**config.mk**
```make
export PLATFORM = sky130hd
export DESIGN_NAME = ctmr_top
export DESIGN_NICKNAME = d
export VERILOG_FILES = /design/src/core/ctmr_pkg.sv /design/src/core/ctmr_match_if.sv /design/src/core/ctmr_match.sv /design/src/core/ctmr_top.sv
export SDC_FILE = /design/constraint.sdc
export NUM_CORES = 1
export LEC_CHECK = 0
export BUFFER_PORTS_ARGS = -buffer_cell sky130_fd_sc_hd__buf_2
export CORE_ASPECT_RATIO = 0.75
export CORE_MARGIN = 3
export CORE_UTILIZATION = 52
export DETAILED_ROUTE_END_ITERATION = 6
export GPL_TIMING_DRIVEN = 0
export PLACE_DENSITY = 0.82
export SKIP_LAST_GASP = 1
export SYNTH_ARGS = -nofsm -noshare
export SYNTH_HDL_FRONTEND = slang
export SYNTH_SLANG_ARGS = --single-unit
```
**constraint.sdc**
```tcl
create_clock -name pclk -period 2.7 [get_ports pclk]
set_clock_uncertainty 0.15 [all_clocks]
set_input_delay 0.54 -clock pclk [delete_from_list [all_inputs] [get_ports pclk]]
set_output_delay 0.54 -clock pclk [all_outputs]
set_load 0.03 [all_outputs]
```
**src/core/ctmr_pkg.sv**
```systemverilog
/*
 * Shared constants for the compact timer: register offsets, field
 * positions, reset values and mode encodings.
 * Assumes a 32-bit APB with byte addresses; every register sits in the
 * low byte of one aligned word.
 */
package ctmr_pkg;

   // ==========================================================
   // Widths
   localparam int CNT_W   = 16;
   localparam int CMP_P_W = 8;

   // ==========================================================
   // Register offsets (byte addresses)
   localparam logic [7:0] OFS_CTRL0   = 8'h00;
   localparam logic [7:0] OFS_CTRL1   = 8'h04;
   localparam logic [7:0] OFS_CNT_LO  = 8'h08;
   localparam logic [7:0] OFS_CNT_HI  = 8'h0C;
   localparam logic [7:0] OFS_CMPA_LO = 8'h10;
   localparam logic [7:0] OFS_CMPA_HI = 8'h14;
   localparam logic [7:0] OFS_CMPP    = 8'h18;
   localparam logic [7:0] OFS_FLAGS   = 8'h1C;

   // ==========================================================
   // Field positions
   localparam int B_PAUSE     = 7;
   localparam int B_CKSEL_LSB = 4;
   localparam int B_ENABLE    = 3;
   localparam int B_MODE_LSB  = 6;
   localparam int B_ACT_LSB   = 4;
   localparam int B_OC        = 3;
   localparam int B_POL       = 2;
   localparam int B_SWAP      = 1;
   localparam int B_CLRSEL    = 0;
   localparam int B_FLAG_A    = 0;
   localparam int B_FLAG_P    = 1;

   // ==========================================================
   // Reset values and the full-scale PWM duty
   localparam logic [7:0]  RST_BYTE   = 8'h00;
   localparam logic [15:0] RST_WORD   = 16'h0000;
   localparam logic [16:0] FULL_SCALE = 17'h10000;

   // ==========================================================
   // Encodings
   typedef enum logic [1:0]
   {
      MODE_COMPARE = 2'b00,
      MODE_UNDEF   = 2'b01,
      MODE_PWM     = 2'b10,
      MODE_TIMER   = 2'b11
   } ctmr_mode_t;

   typedef enum logic [1:0]
   {
      ACT_NONE   = 2'b00,
      ACT_LOW    = 2'b01,
      ACT_HIGH   = 2'b10,
      ACT_TOGGLE = 2'b11
   } ctmr_act_t;

   localparam logic [1:0] PWM_INACTIVE = 2'b00;
   localparam logic [1:0] PWM_ACTIVE   = 2'b01;
   localparam logic [1:0] PWM_RUN      = 2'b10;

endpackage

```
**src/core/ctmr_match_if.sv**
```systemverilog
/*
 * Carrier between the timer core and its comparator unit.
 * Assumes both ends share one clock domain; all signals combinational.
 */
interface ctmr_match_if #(
   parameter int CNT_W = ctmr_pkg::CNT_W,
   parameter int P_W   = ctmr_pkg::CMP_P_W
);
   logic [CNT_W:0]   count_inc;
   logic [CNT_W-1:0] cmp_a;
   logic [P_W-1:0]   cmp_p;
   logic             hit_a;
   logic             hit_p;

   modport core (output count_inc, output cmp_a, output cmp_p,
                 input hit_a, input hit_p);
   modport unit (input count_inc, input cmp_a, input cmp_p,
                 output hit_a, output hit_p);
endinterface

```
**src/core/ctmr_match.sv**
```systemverilog
/*
 * Comparators A and P of the compact timer.
 * Assumes count_inc is the incremented count with its carry on top.
 */
module ctmr_match #(
   parameter int CNT_W = ctmr_pkg::CNT_W,
   parameter int P_W   = ctmr_pkg::CMP_P_W
)(
   ctmr_match_if.unit mif  // Count and compare values in, hits out
);
   import ctmr_pkg::*;

   generate
      if (P_W >= CNT_W || P_W < 1)
      begin : g_bad
         $error("ctmr_match: P_W must lie between 1 and CNT_W-1");
      end
   endgenerate

   // ==========================================================
   // Comparator A: all counter bits; zero never matches
   assign mif.hit_a = (mif.cmp_a != '0) &&
                      (mif.count_inc == {1'b0, mif.cmp_a});

   // ==========================================================
   // Comparator P: upper bits only, so hits land on 256-count steps;
   // zero means the carry out of the full counter
   assign mif.hit_p = (mif.cmp_p != '0) ?
      (mif.count_inc == {1'b0, mif.cmp_p, {(CNT_W-P_W){1'b0}}}) :
      mif.count_inc[CNT_W];
endmodule

```
**src/core/ctmr_top.sv**
```systemverilog
/*
 * Compact 16-bit timer with compare-match, timer and PWM modes,
 * reached over APB.
 * Assumes count_tick is a one-cycle pulse per tick of the selected
 * module clock, made outside from clk_select.
 */
module ctmr_top #(
   parameter int ADDR_W = 8
)(
   input  wire logic              pclk,           // Bus clock, 25 MHz
   input  wire logic              presetn,        // Async reset, low
   input  wire logic              psel,           // APB select
   input  wire logic              penable,        // APB access phase
   input  wire logic              pwrite,         // APB write
   input  wire logic [ADDR_W-1:0] paddr,          // APB byte address
   input  wire logic [31:0]       pwdata,         // APB write data
   input  wire logic [3:0]        pstrb,          // APB byte strobes
   output logic      [31:0]       prdata,         // APB read data
   output logic                   pready,         // APB ready
   output logic                   pslverr,        // APB error
   input  wire logic              count_tick,     // Module clock tick
   output logic      [2:0]        clk_select,     // Tick source select
   output logic                   timer_out,      // Output pin level
   output logic                   timer_out_used, // Pin owned by timer
   output logic                   match_a_flag,   // A match request
   output logic                   match_p_flag    // P match request
);
   import ctmr_pkg::*;

   generate
      if (ADDR_W < 8)
      begin : g_bad
         $error("ctmr_top: ADDR_W must be at least 8");
      end
   endgenerate

   // ==========================================================
   // Register state
   logic             pause_r;
   logic [2:0]       cksel_r;
   logic             enable_r;
   ctmr_mode_t       mode_r;
   logic [1:0]       act_r;
   logic             oc_r;
   logic             pol_r;
   logic             swap_r;
   logic             clrsel_r;
   logic [15:0]      cmp_a_r;
   logic [7:0]       cmp_p_r;
   logic [15:0]      cnt_r;
   logic             flag_a_r;
   logic             flag_p_r;
   logic             en_d_r;
   logic             cm_level_r;
   logic             timer_out_r;
   logic             used_r;
   logic [31:0]      prdata_r;
   logic             pready_r;
   logic             pslverr_r;

   // ==========================================================
   // Bus decode
   logic             setup;
   logic             wr;
   logic             hi_zero;
   logic             hit;
   logic [7:0]       rd_byte;

   assign setup   = psel & ~penable;
   // Low byte holds all data, so only its strobe matters
   assign wr      = psel & penable & pready_r & pwrite & pstrb[0];
   assign hi_zero = (paddr >> 8) == {ADDR_W{1'b0}};

   always_comb
   begin
      rd_byte = RST_BYTE;
      hit     = hi_zero;
      case (paddr[7:0])
         OFS_CTRL0:   rd_byte = {pause_r, cksel_r, enable_r, 3'b000};
         OFS_CTRL1:   rd_byte = {mode_r, act_r, oc_r, pol_r, swap_r,
                                 clrsel_r};
         OFS_CNT_LO:  rd_byte = cnt_r[7:0];
         OFS_CNT_HI:  rd_byte = cnt_r[15:8];
         OFS_CMPA_LO: rd_byte = cmp_a_r[7:0];
         OFS_CMPA_HI: rd_byte = cmp_a_r[15:8];
         OFS_CMPP:    rd_byte = cmp_p_r;
         OFS_FLAGS:   rd_byte = {6'b000000, flag_p_r, flag_a_r};
         default:     hit     = 1'b0;
      endcase
   end

   // Answer one cycle after setup; read data latched then
   always_ff @(posedge pclk or negedge presetn)
   begin
      if (!presetn)
      begin
         pready_r  <= 1'b0;
         prdata_r  <= 32'h00000000;
         pslverr_r <= 1'b0;
      end
      else
      begin
         pready_r <= setup;
         if (setup)
         begin
            prdata_r  <= (hit && !pwrite) ? {24'h000000, rd_byte} :
                                            32'h00000000;
            pslverr_r <= ~hit;
         end
      end
   end

   // ==========================================================
   // Control and compare registers
   always_ff @(posedge pclk or negedge presetn)
   begin
      if (!presetn)
      begin
         pause_r  <= RST_BYTE[B_PAUSE];
         cksel_r  <= RST_BYTE[B_CKSEL_LSB +: 3];
         enable_r <= RST_BYTE[B_ENABLE];
         mode_r   <= MODE_COMPARE;
         act_r    <= RST_BYTE[B_ACT_LSB +: 2];
         oc_r     <= RST_BYTE[B_OC];
         pol_r    <= RST_BYTE[B_POL];
         swap_r   <= RST_BYTE[B_SWAP];
         clrsel_r <= RST_BYTE[B_CLRSEL];
         cmp_a_r  <= RST_WORD;
         cmp_p_r  <= RST_BYTE;
      end
      else if (wr && hi_zero)
      begin
         case (paddr[7:0])
            OFS_CTRL0:
            begin
               pause_r  <= pwdata[B_PAUSE];
               cksel_r  <= pwdata[B_CKSEL_LSB +: 3];
               enable_r <= pwdata[B_ENABLE];
            end
            OFS_CTRL1:
            begin
               mode_r   <= ctmr_mode_t'(pwdata[B_MODE_LSB +: 2]);
               act_r    <= pwdata[B_ACT_LSB +: 2];
               oc_r     <= pwdata[B_OC];
               pol_r    <= pwdata[B_POL];
               swap_r   <= pwdata[B_SWAP];
               clrsel_r <= pwdata[B_CLRSEL];
            end
            OFS_CMPA_LO: cmp_a_r[7:0]  <= pwdata[7:0];
            OFS_CMPA_HI: cmp_a_r[15:8] <= pwdata[7:0];
            OFS_CMPP:    cmp_p_r       <= pwdata[7:0];
            default:     ;
         endcase
      end
   end

   // ==========================================================
   // Counter and comparators
   ctmr_match_if mif ();

   ctmr_match #(.CNT_W(CNT_W), .P_W(CMP_P_W)) u_match (.mif(mif));

   logic             run;
   logic             en_rise;
   logic             is_pwm;
   logic             clr;
   logic             set_a;
   logic             set_p;
   logic             flag_wr;

   assign mif.count_inc = {1'b0, cnt_r} + 17'h00001;
   assign mif.cmp_a     = cmp_a_r;
   assign mif.cmp_p     = cmp_p_r;
   assign run           = enable_r & ~pause_r & count_tick;
   assign en_rise       = enable_r & ~en_d_r;
   assign is_pwm        = mode_r == MODE_PWM;
   // PWM picks the clearing comparator from swap, others from clear-select
   assign clr    = is_pwm ? (swap_r ? mif.hit_a : mif.hit_p) :
                   (clrsel_r ? mif.hit_a : mif.hit_p);
   assign set_a  = run & mif.hit_a;
   assign set_p  = run & mif.hit_p & (is_pwm | ~clrsel_r);
   assign flag_wr = wr && hi_zero && paddr[7:0] == OFS_FLAGS;

   always_ff @(posedge pclk or negedge presetn)
   begin
      if (!presetn)
         en_d_r <= 1'b0;
      else
         en_d_r <= enable_r;
   end

   // Falling enable simply stops run, keeping the residual count
   always_ff @(posedge pclk or negedge presetn)
   begin
      if (!presetn)
         cnt_r <= RST_WORD;
      else if (en_rise)
         cnt_r <= RST_WORD;
      else if (run)
         cnt_r <= clr ? RST_WORD : mif.count_inc[15:0];
   end

   // Write one clears; a same-cycle match wins over the clear
   always_ff @(posedge pclk or negedge presetn)
   begin
      if (!presetn)
      begin
         flag_a_r <= 1'b0;
         flag_p_r <= 1'b0;
      end
      else
      begin
         flag_a_r <= set_a | (flag_a_r &
                     ~(flag_wr & pwdata[B_FLAG_A]));
         flag_p_r <= set_p | (flag_p_r &
                     ~(flag_wr & pwdata[B_FLAG_P]));
      end
   end

   // ==========================================================
   // Output pin
   logic [16:0]      duty;
   logic             pwm_active;
   logic             pwm_lvl;
   logic             pin_val;

   assign duty = swap_r ? ((cmp_p_r == RST_BYTE) ? FULL_SCALE :
                           {1'b0, cmp_p_r, 8'h00}) :
                          {1'b0, cmp_a_r};
   // Count never reaches the period, so a long duty stays active
   assign pwm_active = {1'b0, cnt_r} < duty;

   always_comb
   begin
      case (act_r)
         PWM_INACTIVE: pwm_lvl = 1'b0;
         PWM_ACTIVE:   pwm_lvl = 1'b1;
         PWM_RUN:      pwm_lvl = pwm_active;
         default:      pwm_lvl = 1'b0;
      endcase
   end

   assign pin_val = pol_r ^ (is_pwm ? ~(oc_r ^ pwm_lvl) :
                             cm_level_r);

   always_ff @(posedge pclk or negedge presetn)
   begin
      if (!presetn)
         cm_level_r <= 1'b0;
      else if (en_rise)
         cm_level_r <= oc_r;
      else if (set_a && mode_r == MODE_COMPARE)
      begin
         unique case (act_r)
            ACT_NONE:   cm_level_r <= cm_level_r;
            ACT_LOW:    cm_level_r <= 1'b0;
            ACT_HIGH:   cm_level_r <= 1'b1;
            ACT_TOGGLE: cm_level_r <= ~cm_level_r;
         endcase
      end
   end

   always_ff @(posedge pclk or negedge presetn)
   begin
      if (!presetn)
      begin
         timer_out_r <= 1'b0;
         used_r      <= 1'b0;
      end
      else
      begin
         used_r      <= mode_r == MODE_COMPARE || is_pwm;
         timer_out_r <= (mode_r == MODE_COMPARE || is_pwm) ?
                        pin_val : 1'b0;
      end
   end

   assign prdata         = prdata_r;
   assign pready         = pready_r;
   assign pslverr        = pslverr_r;
   assign clk_select     = cksel_r;
   assign timer_out      = timer_out_r;
   assign timer_out_used = used_r;
   assign match_a_flag   = flag_a_r;
   assign match_p_flag   = flag_p_r;
endmodule

```
# Word level (Yosys, flattened, before mapping)
# Index checks and enable logic that the tools add are counted.
[word_totals]
mem_count = 0
ramBits = 0
latchBits = 0
romBits = 0
out_inout_bits = 41
in_bits = 50
elab_cells = 106
register_bits = 93
[op_classes]
n_eq_ne = 14
addsub = 1
n_shift = 0
n_lt_le_gt_ge = 1
n_bitwise = 29
n_reduce_logical = 21
mux = 18
n_mul = 0
div = 0
[ops]
columns = ["operator", "count"]
rows = [
  ["$pmux W8 S8", 1],
  ["$mux W16", 3],
  ["$eq A17 B16 Y1", 2],
  ["$mux W17", 2],
  ["$eq A8 B5 Y1 const B", 4],
  ["$add A16 B1 Y17 const B", 1],
  ["$lt A16 B17 Y1", 1],
  ["$eq A8 B4 Y1 const B", 2],
  ["$logic_not A8 Y1", 2],
  ["$reduce_bool A16 Y1", 1],
  ["$and A1 B1 Y1", 15],
  ["$reduce_and A2 Y1", 6],
  ["$mux W1", 9],
  ["$not A1 Y1", 9],
  ["$eq A8 B3 Y1 const B", 1],
  ["$mux W8", 1],
  ["$reduce_bool A8 Y1", 1],
  ["$reduce_or A8 Y1", 1],
  ["$eq A2 B2 Y1 const B", 3],
  ["$logic_and A1 B1 Y1", 4],
  ["$logic_not A2 Y1", 2],
  ["$reduce_bool A2 Y1", 2],
  ["$or A1 B1 Y1", 3],
  ["$pmux W1 S3", 1],
  ["other kinds (6)", 7],
]

# Logic depth before layout (Yosys ltp)
# Gate-level depths: netlist of the first run.
[logic_depth]
word_depth = 10
ltp_mapped = 11
depth_no_buf = 11

# By module
# A second synthesis of the first run with hierarchy kept.
[hier_totals]
cells_unflattened = 475
area_unflattened_um2 = 4723.3
[by_module_without_submodules]
columns = ["mod", "cells_per_inst", "n_inst", "area_each_um2"]
rows = [
  ["ctmr_top", 429, 1, 4374.2],
  ["ctmr_match", 46, 1, 349.1],
]

# Worst setup path before layout of the first run
# No wires, ideal clock.
[synth_path]
path_type = "reg-to-reg"
start = "reg cnt_r[0]"
end = "reg cnt_r[8]"
period_less_slack_ps = 2911
n_path_buf = 2
arrival_ps = 2635
setup_time_ps = 126
path_stages_with_launch = 11
slack_ps = -211
cell_sequence = "dfrtp_1 buf_4 and3_1 and4_1 or3_1 or4_1 nor4_2 a211o_1 buf_6 nand2_4 a221o_1"
[synth_via]
elab_chain_cells = 8
[synth_lines]
columns = ["element", "line", "text"]
rows = [
  ["from (decl)", "ctmr_top.sv:50", "logic [15:0] cnt_r;"],
  ["from (signal assigned)", "ctmr_top.sv:200", "cnt_r <= clr ? RST_WORD : mif.count_inc[15:0];"],
  ["$add A16 B1 Y17 *", "ctmr_top.sv:171", "assign mif.count_inc = {1'b0, cnt_r} + 17'h00001;"],
  ["$eq A17 B16 Y1 (on tied branches)", "ctmr_match.sv:29, ctmr_match.sv:23", ""],
  ["$mux W1 or $logic_and A1 B1 Y1 (tied branches)", "ctmr_match.sv:28, ctmr_match.sv:22", ""],
  ["$mux W1 (on tied branches)", "ctmr_top.sv:179, ctmr_top.sv:178", ""],
  ["$mux W1", "ctmr_top.sv:178", "assign clr = is_pwm ? (swap_r ? mif.hit_a : mif.hit_p) :"],
  ["$mux W16 *", "ctmr_top.sv:200", ""],
  ["$mux W16 *", "ctmr_top.sv:199", "else if (run)"],
  ["$mux W16 *", "ctmr_top.sv:197", "else if (en_rise)"],
]
# Every way passes the cells marked *; elsewhere a longest branch is shown, timed or not. The select of a mux whose other input is x is not followed.
# A chain may end at the register's enable or synchronous reset.

# Worst setup path after layout of the first run
[layout_path]
start = "reg cnt_r[0]"
end = "reg cnt_r[3]"
# The elaborated chain is that of the path after synthesis.

==> results of run 1 <==
[power breakdown]
| group | switching (mW) | leakage [nW] | internal (mW) |
|---|---|---|---|
| Clock | 0.531 | 0.159 | 0.826 |
| Combinational | 0.113 | 1.96 | 0.0479 |
| Sequential | 0.00394 | 0.931 | 1.04 |
| Total | 0.648 | 3.05 | 1.91 |
[layer usage]
metal	share of wire [%]	vias up	wire [µm]	global-route usage (%)
met5	0	-	0	0
li1	-	2268	-	-
met2	44	323	8260	46.4
met1	43	2564	8010	47.2
met4	1.3	0	237	7.27
met3	12	27	2210	10.7
[registers in the layout, indices dropped and copies added (netlist names)]
register	cells
mode_r	2
pready	1
pslverr	1
timer_out_used	1
pause_r	1
timer_out	1
oc_r	1
en_d_r	1
enable_r	1
clrsel_r	1
cmp_a_r	16
act_r	2
match_a_flag	1
pol_r	1
cmp_p_r	8
cm_level_r	1
prdata	8
cnt_r	16
clk_select	3
match_p_flag	1
swap_r	1
[final cells by class]
type                       instances  area share, %
multi-input combinational        451           53.7
sequential                        69           25.8
timing repair buffer              72           6.73
buffer                            51           5.66
clock buffer                       9           3.35
tap                              132           2.46
clock inverter                     7           1.56
inverter                           9          0.689
[critical path: cells and delay by family, from the launching register on]
family	cells	cell delay, ns
AOI/OAI and AO/OA	4	1.13
buffers and inverters	2	0.37
and+or+nand+nor	4	0.77
DFF	1	0.44
adders and majority gates	1	0.24
[what timing repair did]
action / CTS / global route
buffers inserted: 23 / 11
endpoints found under the setup margin: 28 / 28
gates resized for setup: 43 / 36
gates cloned: 1 / 0
pin swaps: 14 / 21
[synthesized netlist by cell type, drive strengths merged (2+ instances only)]
library cell / number / share of area, %
a211o: 8 / 1.3
a211oi: 8 / 1.1
a21o: 11 / 1.6
a21oi: 16 / 1.5
a221o: 3 / 0.57
a222oi: 7 / 1.3
a22o: 11 / 1.8
a22oi: 21 / 3.0
a31oi: 2 / 0.24
a41oi: 2 / 0.33
and2: 6 / 0.71
and3: 4 / 0.57
and4: 5 / 0.83
buf: 39 / 5.3
clkbuf: 16 / 1.2
dfrtp: 69 / 33
ha: 21 / 5.0
inv: 8 / 0.57
mux2: 39 / 8.3
mux2i: 10 / 1.9
nand2: 54 / 4.0
nand2b: 18 / 2.1
nand3: 24 / 2.8
nand3b: 4 / 0.57
nand4: 12 / 1.4
nor2: 24 / 1.7
nor2b: 6 / 0.71
nor3: 13 / 1.2
nor4: 15 / 2.3
nor4b: 2 / 0.33
o2111ai: 2 / 0.33
o211ai: 3 / 0.43
o21ai: 16 / 1.5
o22ai: 4 / 0.47
o31ai: 2 / 0.28
or2: 3 / 0.35
or3: 5 / 0.59
or3b: 2 / 0.33
or4: 4 / 0.64
xnor2: 17 / 2.8
xnor3: 3 / 1.3
xor2: 7 / 1.2
[cell families after synthesis]
| group | Yosys count | synth area share [%] |
|---|---|---|
| xor+xnor | 28 | 5.70 |
| buf+inv | 64 | 7.10 |
| simple gates | 203 | 21.7 |
| fa+ha+maj | 21 | 4.97 |
| compound gates | 126 | 17.6 |
| flops | 69 | 32.6 |
| mux | 49 | 10.2 |
| other cells | 1 | 0.0709 |
[final timing paths]
path	to	slack, ns	start	cells after the start
hold / removal	cnt_r[0]$_DFFE_PN0P_	0.13	presetn	1
max in group asynchronous	cnt_r[1]$_DFFE_PN0P_	1.54	presetn	1
hold reg to reg	prdata[4]$_DFFE_PN0P_	0.36	prdata[4]$_DFFE_PN0P_	1
setup reg to reg	cnt_r[3]$_DFFE_PN0P_	-0.52	cnt_r[0]$_DFFE_PN0P_	11
setup / recovery	cnt_r[3]$_DFFE_PN0P_	-0.52	cnt_r[0]$_DFFE_PN0P_	11
min in group pclk	prdata[4]$_DFFE_PN0P_	0.36	prdata[4]$_DFFE_PN0P_	1
[per-stage QoR]
step / TNS (ns) / hold WS [ns]
2_1_floorplan: -1.19 / 0.0944
5_1_grt: -8.93 / 0.249
3_3_place_gp: -19.37 / 0.321
4_1_cts: -6.86 / 0.198
3_5_place_dp: -23.42 / 0.326
6_report: -7.48 / 0.129
==> flow_metrics.py, run 1 <==
metrics = {
    "setup_path": {
        "crit_fanout": 10,
        "start_kind": "flip-flop",
        "cpPeakStageDelay_ns": 0.44,
        "crit_path_top_delay_cell": "dfrtp_1",
        "cp_cell_sequence": "ha_4, nand4_1, buf_4, o41a_1, o21ai_1, nand4_1, nor4_4, a211o_1, buf_6, nand2_8, a221o_1",
        "end_kind": "flip-flop",
        "cp_common_cell": "nand4_1",
        "worstSetupPathType": "flip-flop to flip-flop",
        "crit_required_ns": 2.77,
        "cp.arrival_ns": 3.30,
    },
    "logic_synthesis": {
        "ys_seq_elements": 69,
        "postSynthCellCount": 561,
        "synth-main-ff-cell": "dfrtp_1",
        "ys_types": 70,
        "seq_area_frac_synth_pct": 32.6,
        "synthArstFlopShare_pct": 100,
        "synth_edf_count": 0,
        "syn_avg_cell_area_um2": 9.43,
        "yosysWarnings": 0,
        "synthesis.area_mm2": 0.00529,
    },
    "finish": {
        "nets": 734,
        "diodes": 0,
        "utilization_pct": 68.7,
        "multi_input_area_mm2": 0.00361,
        "final_area_mm2": 0.00672,
        "drive_above_1_share_pct": 34.6,
        "mostFrequentLayoutCell": "buf_4",
        "final_cell_mix": "buf_4, dfrtp_1, nand2_1",
        "register_area_mm2": 0.00174,
        "n_fill_cell": 714,
        "instances_no_fill": 800,
        "syn_to_final_growth_pct": 27.0,
    },
    "die": {
        "die_area_mm2": 0.0114,
        "top_level_ports": 91,
        "coreArea_mm2": 0.00977,
        "die_h_um": 93.3,
        "rows": 31,
        "die_w_um": 122,
        "start_util_pct": 54.1,
    },
    "routing": {
        "antenna_left": 0,
        "wl_per_cell_um": 23.4,
        "vias": 5182,
        "drt-total-wl_um": 18700,
        "drc": 0,
        "vias_per_cell": 6.48,
        "firstDrtPassIters": 7,
        "drt_iter0_markers": 741,
    },
    "clock_tree": {
        "clk_pin_slew_worst_paths_ns": 0.07,
        "cts_max_level": 3,
        "clock_latency_ns": 0.34,
        "cts_hold_buf": 0,
        "clock_sinks": 69,
        "cts_root_buffer": "clkbuf_16",
        "cts_tree": "yes",
        "clock_path_buffers": 2,
        "numCtsBuffers": 9,
    },
    "placement": {
        "placed_area_mm2": 0.00579,
        "gp_congestion": 0.988,
        "dp.final_hpwl_um": 13300,
        "port_buffers": 38,
        "pre_cts_ws_ns": -0.852,
        "placedCellCount": 754,
    },
    "power_and_ir_drop": {
        "power_leakage_nw": 3.05,
        "ir_drop_v": 0.000394,
        "power.density_mw_per_mm2": 381,
        "power.total_mw": 2.56,
    },
    "outcome": {
        "violations": "negative setup slack",
        "outcome": "complete, but fails checks",
    },
    "timing": {
        "hold_viol": 0,
        "rsz0062_at_grt": "yes",
        "tightest_slew_ns": 0.928,
        "setup_viol_count_final": 19,
        "min_period_ns": 3.22,
        "fin_crit_sh_pct": 119,
        "clock.fmax_mhz": 310,
        "final_max_slew_viol_count": 0,
        "maxSlewHeadroom_pct": 38.1,
        "layout_setup_ws_ns": -0.524,
    },
    "global_routing": {
        "grtUsageTotal_pct": 32.3,
        "grt_pass1_wl_um": 27600,
        "grt_pass1_vias": 4778,
        "grt_overflow": 0,
        "antenna_found_initial": 0,
        "grt_max_degree": 70,
    },
    "worst_hold_path": {
        "hp-class": "input port to asynchronous set/reset pin",
    },
    "run": {
        "cap_violations": 0,
    },
}
Power figures use the tool's default switching activity.
==> run 2: changes to the inputs <==
Settings changed: SETUP_SLACK_MARGIN from default to 0.15.
==> flow_metrics.py, run 2 (synthesis gave the netlist of run 1 again) <==
metrics = {
    "clock_tree": {
        "cts_root_buffer": "clkbuf_16",
        "clk_pin_slew_worst_paths_ns": 0.07,
        "clock_latency_ns": 0.35,
        "cts_max_level": 3,
        "numCtsBuffers": 9,
        "clock_sinks": 69,
        "cts_tree": "yes",
        "clock_path_buffers": 2,
    },
    "power_and_ir_drop": {
        "combinationalPowerShare_pct": 6.6,
        "swShare_pct": 25.6,
        "p_clk_share_pct": 50.7,
        "ir_drop_v": 0.000331,
        "internal_power_mw": 1.82,
        "power.density_mw_per_mm2": 359,
        "seqPwrFrac_pct": 42.7,
        "p_switching_mw": 0.625,
        "power_leakage_nw": 3.10,
    },
    "placement": {
        "placedCellCount": 754,
        "dp.final_hpwl_um": 13700,
        "port_buffers": 38,
        "gp_congestion": 1.01,
    },
    "routing": {
        "wl_per_cell_um": 24.5,
        "drt-total-wl_um": 19700,
        "firstDrtPassIters": 7,
        "vias": 5336,
        "vias_per_cell": 6.62,
        "drc": 9,
        "drt_iter0_markers": 885,
        "antenna_left": 0,
    },
    "global_routing": {
        "grt_overflow": 0,
        "grtUsageTotal_pct": 34.5,
        "grt_pass1_wl_um": 29200,
        "grt_pass1_vias": 5014,
        "antenna_found_initial": 0,
        "grt_max_degree": 70,
    },
    "setup_path": {
        "r2r-start": "cnt_r[1]$_DFFE_PN0P_",
        "start_kind": "flip-flop",
        "r2r_slack_ns": -0.58,
        "cp.arrival_ns": 3.36,
        "crit_fanout": 8,
        "reg2regPathDepth": 11,
        "r2r-end": "cnt_r[3]$_DFFE_PN0P_",
        "cpPeakStageDelay_ns": 0.47,
        "worstSetupPathType": "flip-flop to flip-flop",
        "crit_required_ns": 2.78,
        "end_kind": "flip-flop",
        "cp_cell_sequence": "ha_4, and4_1, clkbuf_8, nand4_1, o22ai_1, or4_4, nor4_4, a211o_1, buf_6, nand2_4, a221o_1",
        "crit_path_top_delay_cell": "dfrtp_2",
    },
    "finish": {
        "drive_above_1_share_pct": 37.7,
        "instances_no_fill": 806,
        "mostFrequentLayoutCell": "buf_4",
        "diodes": 0,
        "final_cell_mix": "buf_4, dfrtp_1, nand2_1",
        "top_regs": "cmp_a_r x16, cnt_r x16",
        "utilization_pct": 69.5,
        "nets": 740,
        "syn_to_final_growth_pct": 28.5,
        "n_fill_cell": 742,
    },
    "run": {
        "cap_violations": 0,
    },
    "timing": {
        "final_max_slew_viol_count": 0,
        "rsz0062_at_grt": "yes",
        "fin_crit_sh_pct": 122,
        "hold_viol": 0,
        "layout_setup_ws_ns": -0.582,
        "setup_viol_count_final": 19,
        "min_period_ns": 3.28,
        "tightest_slew_ns": 0.902,
        "maxSlewHeadroom_pct": 39.4,
        "clock.fmax_mhz": 305,
    },
    "die": {
        "top_level_ports": 91,
        "coreArea_mm2": 0.00977,
        "rows": 31,
        "die_w_um": 122,
        "die_area_mm2": 0.0114,
        "die_h_um": 93.3,
        "start_util_pct": 54.1,
    },
    "outcome": {
        "violations": "design-rule violations, negative setup slack",
        "outcome": "complete, but fails checks",
    },
    "worst_hold_path": {
        "hp-class": "input port to asynchronous set/reset pin",
    },
}
-- run 2: cell types whose count changed in the layout (fill, tap and decap cells not counted), moves of 3 or more --
| cell | before | now |
|---|---|---|
| buf_6 | 8 | 13 |
| nor3_1 | 10 | 6 |
| dfrtp_1 | 62 | 58 |
| nor3_4 | 1 | 4 |
| clkbuf_2 | 2 | 6 |
| dfrtp_2 | 7 | 11 |
| buf_4 | 64 | 59 |
-- run 2: routing by layer --
| metal | track usage (%) | vias up | wire length [µm] | share of wire (%) |
|---|---|---|---|---|
| met5 | 0 | - | 0 | 0 |
| met4 | 12.7 | 0 | 788 | 4.0 |
| met3 | 10.6 | 85 | 2830 | 14 |
| met2 | 50.5 | 444 | 8400 | 43 |
| met1 | 48.0 | 2530 | 7700 | 39 |
| li1 | - | 2277 | - | - |
-- run 2: stage by stage --
stage / TNS [ns] / cell area (µm²) / setup slack, ns / power (mW) / hold WS [ns]
detailed placement: -32.77 / 5820 / -0.898 / 1.21 / 0.336
global route: -9.61 / 6800 / -0.618 / 2.50 / 0.226
CTS: -6.46 / 6590 / -0.461 / 2.43 / 0.207
floorplan: -1.02 / 5460 / -0.131 / 1.16 / 0.0944
finish: -8.91 / 6800 / -0.582 / 2.44 / 0.157
global placement: -27.11 / 5810 / -0.927 / 1.21 / 0.319
-- run 2: worst max-delay path by stage --
stage	from	to	cells after the start
finish	cnt_r[1]$_DFFE_PN0P_	cnt_r[3]$_DFFE_PN0P_	11
global placement	cnt_r[2]$_DFFE_PN0P_	cnt_r[8]$_DFFE_PN0P_	10
global route	cnt_r[0]$_DFFE_PN0P_	cnt_r[8]$_DFFE_PN0P_	11
detailed placement	cnt_r[2]$_DFFE_PN0P_	cnt_r[8]$_DFFE_PN0P_	10
floorplan	cnt_r[1]$_DFFE_PN0P_	cnt_r[3]$_DFFE_PN0P_	10
CTS	cnt_r[0]$_DFFE_PN0P_	cnt_r[10]$_DFFE_PN0P_	11
-- run 2: final cells by class --
cell class	count	area (µm²)	share of cell area, %
plain buffers	55	427	6.28
well taps	132	165	2.43
clock buffers	9	225	3.31
repair buffers	74	495	7.29
flip-flops and latches	69	1740	25.6
inverters	9	38.8	0.571
clock inverters	7	80.1	1.18
multi-input cells	451	3630	53.3
-- run 2: critical path, delay by kind of cell, from the launching register on --
| family | cells | cell delay (ns) |
|---|---|---|
| flip-flops | 1 | 0.47 |
| AND/OR/NAND/NOR | 5 | 1.19 |
| AO/OA/AOI/OAI | 3 | 0.78 |
| buffers and inverters | 2 | 0.34 |
| adder cells (fa/ha/maj) | 1 | 0.22 |
-- run 2: power groups by stage --
| stage | logic [mW] | clock network [mW] | registers, mW |
|---|---|---|---|
| after floorplan | 0.0923 | 0 | 1.06 |
| after global placement | 0.148 | 0 | 1.06 |
| after detailed placement | 0.152 | 0 | 1.06 |
| after CTS | 0.156 | 1.23 | 1.04 |
| after global routing | 0.172 | 1.29 | 1.04 |
| final | 0.160 | 1.24 | 1.04 |
-- run 2: timing repair --
item,CTS,global route
setup buffers,27,8
gates cloned,1,0
endpoints found under the setup margin,52,60
pin swaps,18,9
gates resized for setup,63,34
hold buffers,0,0
endpoints found under the hold margin,0,0
==> run 3: changes to the inputs <==
Settings changed: CORE_UTILIZATION 52 to 53, CTS_BUF_LIST from default to sky130_fd_sc_hd__clkbuf_4 sky130_fd_sc_hd__clkbuf_8, PLACE_DENSITY 0.82 to 0.83, SLEW_MARGIN from default to 20.
==> flow_metrics.py, run 3 (synthesis gave the netlist of run 1 again) <==
metrics = {
    "outcome": {
        "outcome": "complete, but fails checks",
        "violations": "negative setup slack",
    },
    "setup_path": {
        "end_kind": "flip-flop",
        "r2r-start": "cnt_r[1]$_DFFE_PN0P_",
        "crit_fanout": 6,
        "crit_buf_inv": 3,
        "cp_common_cell": "buf_6",
        "crit_path_top_delay_cell": "or4_4",
        "cp.arrival_ns": 3.41,
        "cpPeakStageDelay_ns": 0.51,
        "cp_top_family": "simple AND/OR/NAND/NOR gates",
        "cp_cell_sequence": "buf_6, buf_4, and3_4, and4_1, or3_1, or4_4, nor4_4, a211o_1, buf_6, nand2_8, a221o_1",
        "crit_required_ns": 2.80,
        "r2r-end": "cnt_r[8]$_DFFE_PN0P_",
        "start_kind": "flip-flop",
        "worstSetupPathType": "flip-flop to flip-flop",
        "reg2regPathDepth": 11,
        "r2r_slack_ns": -0.61,
    },
    "finish": {
        "nets": 742,
        "diodes": 0,
        "mostFrequentLayoutCell": "dfrtp_1",
        "final_area_mm2": 0.00666,
        "drive_above_1_share_pct": 34.0,
        "final_cell_mix": "dfrtp_1, buf_4, nand2_1",
        "top_regs": "cmp_a_r x16, cnt_r x16",
        "syn_to_final_growth_pct": 26.0,
    },
    "clock_tree": {
        "clock_sinks": 69,
        "numCtsBuffers": 9,
        "cts_tree": "yes",
        "cts_max_level": 3,
        "clock_latency_ns": 0.36,
        "cts_root_buffer": "clkbuf_8",
        "clock_path_buffers": 2,
        "clk_pin_slew_worst_paths_ns": 0.09,
    },
    "timing": {
        "rsz0062_at_grt": "yes",
        "layout_setup_ws_ns": -0.612,
        "final_max_slew_viol_count": 0,
        "clock.fmax_mhz": 302,
        "finalSetupTns_ns": -8.81,
        "setup_viol_count_final": 19,
        "hold_viol": 0,
        "tightest_slew_ns": 0.926,
        "fin_crit_sh_pct": 123,
        "min_period_ns": 3.31,
        "maxSlewHeadroom_pct": 37.8,
    },
    "power_and_ir_drop": {
        "ir_drop_v": 0.000344,
        "power.total_mw": 2.31,
        "power_leakage_nw": 3.03,
        "power.density_mw_per_mm2": 347,
    },
    "die": {
        "die_h_um": 92.5,
        "top_level_ports": 91,
        "start_util_pct": 56.4,
        "coreArea_mm2": 0.00938,
        "rows": 30,
        "die_area_mm2": 0.0112,
        "die_w_um": 121,
    },
    "global_routing": {
        "grtUsageTotal_pct": 32.5,
        "grt_overflow": 0,
        "grt_pass1_wl_um": 27800,
        "antenna_found_initial": 2,
        "grt_pass1_vias": 4929,
        "grt_max_degree": 57,
    },
    "routing": {
        "vias": 5211,
        "drc": 0,
        "vias_per_cell": 6.48,
        "drt_iter0_markers": 698,
        "antenna_left": 0,
        "wl_per_cell_um": 22.7,
        "firstDrtPassIters": 6,
        "drt-total-wl_um": 18300,
    },
    "run": {
        "cap_violations": 0,
    },
    "worst_hold_path": {
        "hold_end": "prdata[3]$_DFFE_PN0P_",
        "hp-class": "flip-flop to flip-flop",
        "hp-start": "prdata[3]$_DFFE_PN0P_",
        "hold_depth": 1,
    },
    "placement": {
        "placed_area_mm2": 0.00584,
        "port_buffers": 38,
        "dp.final_hpwl_um": 13200,
        "gp_congestion": 1.02,
    },
}
[run 3: area by class of cell]
cell class,count,area (µm²)
Multi-Input combinational cell,451,3550
Clock inverter,5,106
Sequential cell,69,1730
Inverter,9,38.8
Clock buffer,11,151
Fill cell,718,2720
Buffer,55,413
Tap cell,128,160
Timing Repair Buffer,76,507
[run 3: repair_timing]
item / CTS / global route
cloned: 2 / 0
resized for setup: 55 / 12
setup endpoints to repair: 36 / 44
hold endpoints to repair: 13 / 0
setup buffers: 29 / 5
pin swaps: 26 / 10
hold buffers: 1 / 0
[run 3: per-layer routing]
layer | global-route usage (%) | vias up | share of wire [%]
met5 | 0 | - | 0.071
met4 | 7.46 | 2 | 1.7
met3 | 14.5 | 37 | 15
met2 | 46.9 | 362 | 43
met1 | 44.9 | 2527 | 40
li1 | - | 2283 | -
[run 3: power by group]
part / switching (mW) / internal [mW] / total [mW]
sequential: 0.00379 / 1.04 / 1.04
clock: 0.436 / 0.666 / 1.10
combinational: 0.114 / 0.0534 / 0.168
[run 3: worst max-delay path by stage]
stage / start / to / slack [ns] / cells past startpoint
global route: cnt_r[1]$_DFFE_PN0P_ / cnt_r[8]$_DFFE_PN0P_ / -0.68 / 10
floorplan: cnt_r[1]$_DFFE_PN0P_ / cnt_r[3]$_DFFE_PN0P_ / -0.13 / 10
finish: cnt_r[1]$_DFFE_PN0P_ / cnt_r[8]$_DFFE_PN0P_ / -0.61 / 11
CTS: cnt_r[1]$_DFFE_PN0P_ / cnt_r[8]$_DFFE_PN0P_ / -0.50 / 10
detailed placement: cnt_r[3]$_DFFE_PN0P_ / cnt_r[8]$_DFFE_PN0P_ / -0.90 / 10
global placement: cnt_r[3]$_DFFE_PN0P_ / cnt_r[8]$_DFFE_PN0P_ / -0.84 / 10
[run 3: per-stage QoR]
stage / cells / worst slack (ns) / util (%) / hold slack (ns)
2_1_floorplan: 584 / -0.131 / - / 0.0944
3_3_place_gp: 750 / -0.840 / 61.9 / 0.328
3_5_place_dp: 751 / -0.901 / 62.2 / 0.270
4_1_cts: 799 / -0.497 / 70.0 / 0.342
5_1_grt: 804 / -0.683 / 71.0 / 0.353
6_report: 804 / -0.612 / 71.0 / 0.353
